$ cat src/common/hvc_pkg.sv
// Package: register map, field layout and widths for the horizontal crop block
package hvc_pkg;

	// ----------------------------------------
	// Register map
	// ----------------------------------------
	// Printed offsets are not all multiples of four, so they are kept as word indices
	localparam logic [7:0] HVC_IDX_START_LO = 8'h36;
	localparam logic [7:0] HVC_IDX_START_HI = 8'h37;
	localparam logic [7:0] HVC_IDX_STOP_LO  = 8'h38;
	localparam logic [7:0] HVC_IDX_STOP_HI  = 8'h39;
	localparam logic [7:0] HVC_IDX_PORT_SEL = 8'h3e;
	localparam int         HVC_ADDR_W       = 12;
	localparam int         HVC_WORD_LSB     = 2;

	// ----------------------------------------
	// Field layout
	// ----------------------------------------
	localparam int         HVC_COL_W       = 13;
	localparam int         HVC_LO_W        = 8;
	localparam int         HVC_HI_W        = 5;
	localparam int         HVC_EN_BIT      = 7;
	localparam int         HVC_NPORT       = 2;
	localparam logic [7:0] HVC_REG_RESET   = 8'h00;
	localparam logic [12:0] HVC_COL_ZERO   = 13'h0000;
	localparam logic [12:0] HVC_COL_ONE    = 13'h0001;

endpackage

$ cat src/rtl/hvc_col_counter.sv
// Column counter: numbers active pixels of each line from zero
`timescale 1ns/1ps
module hvc_col_counter
	import hvc_pkg::*;
(
	input  wire logic                 core_clk,
	input  wire logic                 sys_rst,
	input  wire logic                 pixel_valid,
	output logic [HVC_COL_W-1:0]      col
);
	logic                 valid_d_r;
	logic [HVC_COL_W-1:0] run_r;
	logic [HVC_COL_W-1:0] run_nxt;
	wire                  line_start = pixel_valid & ~valid_d_r;

	// ----------------------------------------
	// Count
	// ----------------------------------------
	// Restart on the rising edge of data-enable, so the first active pixel is column 0
	assign col     = line_start ? HVC_COL_ZERO : run_r;
	assign run_nxt = col + HVC_COL_ONE;

	// Running count only advances on active pixels
	always_ff @(posedge core_clk) begin
		if (sys_rst) begin
			valid_d_r <= 1'b0;
			run_r     <= HVC_COL_ZERO;
		end else begin
			valid_d_r <= pixel_valid;
			if (pixel_valid) begin
				run_r <= run_nxt;
			end
		end
	end
endmodule

$ cat src/rtl/hvc_port_regs.sv
// Per-port crop settings: enable, start and stop columns
`timescale 1ns/1ps
module hvc_port_regs
	import hvc_pkg::*;
(
	input  wire logic                 core_clk,
	input  wire logic                 sys_rst,
	input  wire logic                 wr_start_lo,
	input  wire logic                 wr_start_hi,
	input  wire logic                 wr_stop_lo,
	input  wire logic                 wr_stop_hi,
	input  wire logic [7:0]           wdata,
	output logic                      trim_on,
	output logic [HVC_COL_W-1:0]      first_col,
	output logic [HVC_COL_W-1:0]      last_col
);
	logic [7:0] start_lo_r;
	logic [7:0] start_hi_r;
	logic [7:0] stop_lo_r;
	logic [7:0] stop_hi_r;

	// ----------------------------------------
	// Storage
	// ----------------------------------------
	// All settings clear on reset, so cropping starts disabled
	always_ff @(posedge core_clk) begin
		if (sys_rst) begin
			start_lo_r <= HVC_REG_RESET;
			start_hi_r <= HVC_REG_RESET;
			stop_lo_r  <= HVC_REG_RESET;
			stop_hi_r  <= HVC_REG_RESET;
		end else begin
			if (wr_start_lo) start_lo_r <= wdata;
			if (wr_start_hi) start_hi_r <= wdata;
			if (wr_stop_lo)  stop_lo_r  <= wdata;
			if (wr_stop_hi)  stop_hi_r  <= wdata;
		end
	end

	// Field assembly; reserved bits are stored but ignored here
	assign trim_on   = start_hi_r[HVC_EN_BIT];
	assign first_col = {start_hi_r[HVC_HI_W-1:0], start_lo_r};
	assign last_col  = {stop_hi_r[HVC_HI_W-1:0], stop_lo_r};
endmodule

$ cat src/rtl/hvc_crop_top.sv
// Horizontal crop stage with APB register access and two port copies
`timescale 1ns/1ps
module hvc_crop_top
	import hvc_pkg::*;
#(
	parameter int PIX_W = 24
)(
	input  wire logic                 core_clk,
	input  wire logic                 sys_rst,
	input  wire logic                 psel,
	input  wire logic                 penable,
	input  wire logic                 pwrite,
	input  wire logic [HVC_ADDR_W-1:0] paddr,
	input  wire logic [31:0]          pwdata,
	output logic [31:0]               prdata,
	output logic                      pready,
	output logic                      pslverr,
	input  wire logic                 pixel_valid_0,
	input  wire logic [PIX_W-1:0]     pixel_in_0,
	input  wire logic                 pixel_valid_1,
	input  wire logic [PIX_W-1:0]     pixel_in_1,
	output logic                      pixel_valid_out_0,
	output logic [PIX_W-1:0]          pixel_out_0,
	output logic                      pixel_valid_out_1,
	output logic [PIX_W-1:0]          pixel_out_1
);
	localparam logic [PIX_W-1:0] BLANK = '0;

	// ----------------------------------------
	// APB decode
	// ----------------------------------------
	// Index is the eight bits above the byte lane; higher address bits must be zero,
	// otherwise the map would alias every 1 KiB
	wire [7:0] idx      = paddr[HVC_WORD_LSB+HVC_LO_W-1:HVC_WORD_LSB];
	wire       idx_top0 = (paddr[HVC_ADDR_W-1:HVC_WORD_LSB+HVC_LO_W] == '0);
	wire       aligned  = (paddr[HVC_WORD_LSB-1:0] == 2'b00) && idx_top0;
	wire       sel_slo  = aligned && (idx == HVC_IDX_START_LO);
	wire       sel_shi  = aligned && (idx == HVC_IDX_START_HI);
	wire       sel_plo  = aligned && (idx == HVC_IDX_STOP_LO);
	wire       sel_phi  = aligned && (idx == HVC_IDX_STOP_HI);
	wire       sel_port = aligned && (idx == HVC_IDX_PORT_SEL);
	wire       mapped   = sel_slo | sel_shi | sel_plo | sel_phi | sel_port;
	// Access phase lasts one cycle: pready is registered high in the cycle after setup, so no wait states
	wire       access   = psel & penable;
	wire       wr_en    = access & pwrite & mapped;

	logic port_sel_r;

	// Per-port copies of settings and stream outputs
	logic                 trim_on   [HVC_NPORT];
	logic [HVC_COL_W-1:0] first_col [HVC_NPORT];
	logic [HVC_COL_W-1:0] last_col  [HVC_NPORT];
	logic [HVC_COL_W-1:0] col       [HVC_NPORT];
	logic                 vin       [HVC_NPORT];
	logic [PIX_W-1:0]     din       [HVC_NPORT];
	logic                 vout_r    [HVC_NPORT];
	logic [PIX_W-1:0]     dout_r    [HVC_NPORT];

	assign vin[0] = pixel_valid_0;
	assign vin[1] = pixel_valid_1;
	assign din[0] = pixel_in_0;
	assign din[1] = pixel_in_1;

	// ----------------------------------------
	// Per-port datapath
	// ----------------------------------------
	genvar g;
	generate
		for (g = 0; g < HVC_NPORT; g++) begin : g_port
			// Writes land only in the copy of the currently selected port
			wire hit = wr_en && (port_sel_r == 1'(g));
			wire keep;

			hvc_port_regs u_regs (
				.core_clk    (core_clk),
				.sys_rst     (sys_rst),
				.wr_start_lo (hit & sel_slo),
				.wr_start_hi (hit & sel_shi),
				.wr_stop_lo  (hit & sel_plo),
				.wr_stop_hi  (hit & sel_phi),
				.wdata       (pwdata[7:0]),
				.trim_on     (trim_on[g]),
				.first_col   (first_col[g]),
				.last_col    (last_col[g])
			);

			hvc_col_counter u_cnt (
				.core_clk    (core_clk),
				.sys_rst     (sys_rst),
				.pixel_valid (vin[g]),
				.col         (col[g])
			);

			// Inside the window when start <= col <= stop; stop itself is forwarded
			assign keep = ~trim_on[g]
				| ((col[g] >= first_col[g])
				& (col[g] <= last_col[g]));

			// One register stage; outside the window drive blanking with valid low
			always_ff @(posedge core_clk) begin
				if (sys_rst) begin
					vout_r[g] <= 1'b0;
					dout_r[g] <= BLANK;
				end else begin
					vout_r[g] <= vin[g] & keep;
					dout_r[g] <= keep ? din[g] : BLANK;
				end
			end
		end
	endgenerate

	assign pixel_valid_out_0 = vout_r[0];
	assign pixel_out_0       = dout_r[0];
	assign pixel_valid_out_1 = vout_r[1];
	assign pixel_out_1       = dout_r[1];

	// ----------------------------------------
	// Read path
	// ----------------------------------------
	// Reads show the selected port's copy; reserved bits read as zero
	wire       ps      = port_sel_r;
	wire [7:0] rd_slo  = first_col[ps][HVC_LO_W-1:0];
	wire [7:0] rd_shi  = {trim_on[ps], 2'b00, first_col[ps][HVC_COL_W-1:HVC_LO_W]};
	wire [7:0] rd_plo  = last_col[ps][HVC_LO_W-1:0];
	wire [7:0] rd_phi  = {3'b000, last_col[ps][HVC_COL_W-1:HVC_LO_W]};
	wire [7:0] rd_mux  = sel_slo  ? rd_slo :
	                     sel_shi  ? rd_shi :
	                     sel_plo  ? rd_plo :
	                     sel_phi  ? rd_phi :
	                     sel_port ? {7'h00, port_sel_r} : 8'h00;

	// ----------------------------------------
	// APB response and port select
	// ----------------------------------------
	// Answer registered so outputs come from flops; unmapped access errors out
	always_ff @(posedge core_clk) begin
		if (sys_rst) begin
			port_sel_r <= 1'b0;
			pready     <= 1'b0;
			pslverr    <= 1'b0;
			prdata     <= 32'h0000_0000;
		end else begin
			pready  <= psel & ~penable;
			pslverr <= psel & ~penable & ~mapped;
			prdata  <= (psel & ~penable & ~pwrite) ? {24'h000000, rd_mux} : 32'h0000_0000;
			if (wr_en && sel_port) begin
				port_sel_r <= pwdata[0];
			end
		end
	end
endmodule

$ cat config.mk
export PLATFORM = sky130hd
export DESIGN_NAME = hvc_crop_top
export DESIGN_NICKNAME = d
export VERILOG_FILES = /design/src/common/hvc_pkg.sv /design/src/rtl/hvc_col_counter.sv /design/src/rtl/hvc_port_regs.sv /design/src/rtl/hvc_crop_top.sv
export SDC_FILE = /design/constraint.sdc
export NUM_CORES = 1
export LEC_CHECK = 0
export BUFFER_PORTS_ARGS = -buffer_cell sky130_fd_sc_hd__buf_2
export CAP_MARGIN = 5
export CORE_MARGIN = 3
export CORE_UTILIZATION = 51
export CTS_BUF_LIST = sky130_fd_sc_hd__clkbuf_4
export DETAILED_ROUTE_END_ITERATION = 16
export PLACE_DENSITY = 0.81
export SYNTH_ARGS = -nofsm -noshare
export SYNTH_HDL_FRONTEND = slang
export SYNTH_SLANG_ARGS = --single-unit
$ cat constraint.sdc
create_clock -name core_clk -period 3.08 [get_ports core_clk]
set_input_delay 0.616 -clock core_clk [delete_from_list [all_inputs] [get_ports core_clk]]
set_output_delay 0.616 -clock core_clk [all_outputs]
set_load 0.01 [all_outputs]
* Yosys cells after proc, flatten, opt, wreduce, memory -nomap -nowiden *
Memories as Yosys holds them, arrays and structs flattened.
Index checks and enable logic that the tools add are counted.

operators by class
  order comparisons = 5
  muxes and demuxes = 25
  reduce and logical (&&, ||, !) cells = 12
  add/sub/neg operators = 2
  equal/unequal tests = 5
  bitwise operators = 40

operator list
  kind                                            number
  2-to-1 mux 13 bit                               8
  2-to-1 mux 24 bit                               4
  == test 8 x 6 -> 1 bit (second input constant)  5
  adder 13 x 1 -> 13 bit (second input constant)  2
  >= comparator 13 bit                            2
  <= comparator 13 bit                            2
  2-to-1 mux 8 bit                                3
  AND 1 bit                                       20
  OR 1 bit                                        10
  logical AND 1 bit                               9
  2-to-1 mux 1 bit                                9
  inverter 1 bit                                  9
  2-to-1 mux 5 bit                                1
  zero test 2 bit                                 2
  >= comparator 2 bit (second input constant)     1
  inverter 1 -> 2 bit                             1
  OR reduction 2 bit                              1

word-level totals
  word-level logic and storage cells = 108
  memories kept = 2
  bits in writable memories = 50
  output and inout port bits = 84
  bits in registers = 121
  bits of input ports = 99

memory list
  name    depth  bits a word  rd ports  clocked after Yosys merged registers in  write ports  line                text
  dout_r  2      24           2         0                                        2            hvc_crop_top.sv:57  logic [PIX_W-1:0] dout_r [HVC_NPORT];
  vout_r  2      1            2         0                                        2            hvc_crop_top.sv:56  logic vout_r [HVC_NPORT];

* Longest topological paths before layout *
  depth after elaboration = 10
  depth in mapped cells = 13
  mapped depth without buffers = 10

* Hierarchy *
A second synthesis with hierarchy kept.

unflattened totals
  cell total of the unflattened synthesis = 774
  area total of the unflattened synthesis = 7402.1 µm²

by module, submodules not included
  module           area an instance (µm²)  instances  cells each  sequential area each (µm²)
  hvc_crop_top     3963.8                  1          424         1221.2
  hvc_port_regs    983.4                   2          88          540.5
  hvc_col_counter  735.7                   2          87          280.3

* Least setup slack after synthesis *
No wires, ideal clock.

  path kind = input port to flip-flop
  start point = input pixel_valid_0
  end point = memory dout_r[0][0]
  arrival time = 3008 ps
  cell stages on the path = 13
  path buffers = 4
  slack = 5 ps
  library setup time = 66 ps
  data required time = 3014 ps
  cells stage by stage = buf_2 nand2b_4 buf_8 clkbuf_1 and2_1 ha_1 nand4_1 nor4b_1 o2111ai_1 o21ai_1 clkbuf_1 o21ai_0 a21oi_2

RTL lines
  item             line                text
  start, declared  hvc_crop_top.sv:18  input wire logic pixel_valid_0,
  end, declared    hvc_crop_top.sv:57

==> qor.yml <==
clock_network:
  cts_tree: "done"
  htree_num_levels: 4
  cts.sinks: 143
  path_clk_slew_ns: 0.12
  cts_root_buf: "clkbuf_4"
  cts_buffers: 17
  cts_buffer_depth: 2
  postCtsSetupBuffers: 0
  clock_latency_ns: 0.54
drt:
  drt_iter0_markers: 477
  routed_wl_um: 18700
  vias: 6520
  postRouteAntennaNets: 0
  detail_route.first_pass.iterations: 5
  drc: 0
  detail_route.wl_per_cell_um: 15.9
  via_per_inst: 5.53
timing:
  grt_setup_unrepaired: "no"
  final.setup_skew_ns: 0.0139
  holdWs_ns: 0.272
  slew_headroom: 0.376
  hold_violations: 0
  fmax_ghz: 0.346
  slew_violations: 0
  period_minus_slack_ns: 2.89
  worst_slew_pin_slew_ns: 0.936
  setup_viol_count_final: 0
  post-route-period-util: 0.938
  setup_tns_ns: 0
yosys:
  yosysTopAreaCellShare: 0.371
  netlist_top_cells_area: "dfxtp_1, mux2i_1, ha_1"
  synth_edf_count: 0
  yosys.area.top_type: "dfxtp_1"
  async_reset_ff_frac: 0
  yosys_warnings: 0
  synth_cell_type_count: 79
  netlist_area_mm2: 0.00772
  syn_area_per_cell_um2: 8.93
  synthFlopType: "dfxtp_1"
  syn_inst: 864
  synth_seq_cells: 143
  yosysSeqAreaShare: 0.371
worst_setup_path:
  required_ns: 3.51
  critPathMaxStageDelay_ns: 0.38
  cp_cell_sequence: "nand2b_2, and2_1, ha_1, or3b_1, o221ai_1, a31oi_1, o221ai_2, a311oi_4, buf_12, nor4b_1"
  start_kind: "flip-flop"
  cp_max_fo: 25
  r2r-end: "dout_r[1][0]"
  worstSetupEndpointType: "flip-flop"
  rrSetupSlack_ns: 0.19
  r2r-start: "g_port[1].u_cnt.valid_d_r"
  cp.arrival_ns: 3.32
  ff2ff_path_depth: 10
  crit_type: "flip-flop to flip-flop"
  critPathSlowestCell: "dfxtp_1"
floorplanning:
  die_w_um: 129
  die_h_um: 129
  rows: 44
  core_area_mm2: 0.0146
  die_area_mm2: 0.0166
  initial_core_util: 0.527
  io-pin-count: 183
status:
  status: "finished, final reports clean"
min_path:
  worstHoldStart: "penable"
  holdPathEnd: "pready"
  hold_depth: 2
  holdCritPathClass: "input port to flip-flop"
grt:
  grt_pass1_vias: 5975
  antenna_found_initial: 0
  grtUsageMet1: 0.282
  grtUsageTotal: 0.221
  grt_most_used_layer: "met2"
  grt_pass1_wl_um: 29500
  grtUsageMet3: 0.0491
  grt_max_degree: 82
  grt_use_met2: 0.371
  grt-ovfl-total: 0
finish:
  layout_common_cells: "dfxtp_1, buf_2, nor2_1"
  final_core_utilization: 0.599
  n_antenna_cell: 0
  drive_gt1_frac: 0.248
  syn_to_final_growth_pct: 13.6
  num-nets-final: 1118
  final_area_mm2: 0.00877
  final_common_cell: "dfxtp_1"
run:
  cap_violations: 0
placement:
  hpwlAfterDp_um: 13700
  port-buffer-count: 134
  place_area_mm2: 0.00845
  gp_congestion: 0.944
power:
  power.leakage_nw: 3.58
  power_density_mw_per_mm2: 404
  vdd_drop_max_mv: 0.302
  p_total_mw: 3.55
[state kept, by name, summed over array words and instances, names as in the netlist, 2 cells and up]
name                      flops
g_port.u_regs.start_hi_r     12
g_port.u_regs.stop_lo_r      16
vout_r                        2
prdata                        8
g_port.u_regs.stop_hi_r      10
g_port.u_regs.start_lo_r     16
g_port.u_cnt.run_r           26
g_port.u_cnt.valid_d_r        2
dout_r                       48
[layer usage]
layer	wire [um]	vias up
met4	395	0
met5	0	-
met2	9530	206
met1	7710	3058
li1	-	3223
met3	1090	33
[stage by stage]
stage	worst slack (ns)	std cells
4_1_cts	0.187	1179
5_1_grt	0.000120	1179
2_1_floorplan	0.00539	887
3_5_place_dp	-0.0157	1148
3_3_place_gp	0.137	1148
6_report	0.190	1179
[worst max-delay path, delay by kind of cell, from the launching register on]
kind | cells | cell delay, ns
buffers and inverters | 1 | 0.20
AO/OA/AOI/OAI | 4 | 0.69
adder cells (fa/ha/maj) | 1 | 0.20
flip-flops | 1 | 0.38
AND/OR/NAND/NOR | 4 | 1.28
[Yosys cell counts (5+ instances only)]
cell / number
xnor2_1: 9
a31oi_1: 7
a211oi_1: 5
nand4_1: 10
mux2i_1: 57
a21oi_2: 18
xor2_1: 10
clkbuf_1: 29
and4_1: 5
nor2b_1: 11
nand2_1: 76
nand2b_1: 6
and2_1: 22
o21ai_1: 5
nor4b_2: 19
dfxtp_1: 143
buf_4: 25
nand3_1: 12
ha_1: 36
o22ai_1: 6
nor3_1: 15
a21oi_1: 46
a21o_1: 5
buf_2: 11
buf_6: 5
nor4b_1: 8
inv_1: 53
o21ai_0: 39
nor2_1: 89
[logic make-up after synthesis]
family,count (synthesis),share of synthesized area
XOR/XNOR,19,0.0216
AND/OR/NAND/NOR,310,0.234
buffers and inverters,127,0.0820
adder cells (fa/ha/maj),36,0.0584
AO/OA/AOI/OAI,168,0.151
flip-flops,143,0.371
multiplexers,60,0.0812
other,1,0.000486
[cell type report]
cell class	instances	area (um2)
clock buffers	19	143
repair buffers	151	838
clock inverters	12	169
multi-input cells	617	4330
fillers	1330	5880
inverters	53	199
well taps	184	230
flip-flops and latches	143	2860
[worst max-delay path by stage]
| stage | cells past startpoint | slack, ns | from | endpoint |
|---|---|---|---|---|
| after floorplan | 13 | 0.005 | pixel_valid_0 | dout_r[0][0] |
| after global placement | 11 | 0.14 | pixel_valid_1 | dout_r[1][3] |
| after detailed placement | 11 | -0.02 | pixel_valid_1 | dout_r[1][3] |
| after CTS | 10 | 0.19 | g_port[1].u_cnt.valid_d_r | dout_r[1][0] |
| after global routing | 10 | 0.0001 | g_port[1].u_cnt.valid_d_r | dout_r[1][0] |
| final | 10 | 0.19 | g_port[1].u_cnt.valid_d_r | dout_r[1][0] |
[power breakdown]
| part | switching, mW | internal, mW | leakage (nW) |
|---|---|---|---|
| Clock | 0.666 | 0.650 | 0.159 |
| Sequential | 0.0160 | 1.90 | 1.17 |
| Combinational | 0.189 | 0.128 | 2.25 |
| Total | 0.871 | 2.68 | 3.58 |
[what timing repair did]
item | 4_1_cts | 5_1_grt
setup endpoints to repair | 0 | 1
gates resized for setup | 0 | 1
endpoints found under the hold margin | 0 | 0
hold buffers | 0 | 0
(Power assumes the default switching activity.)
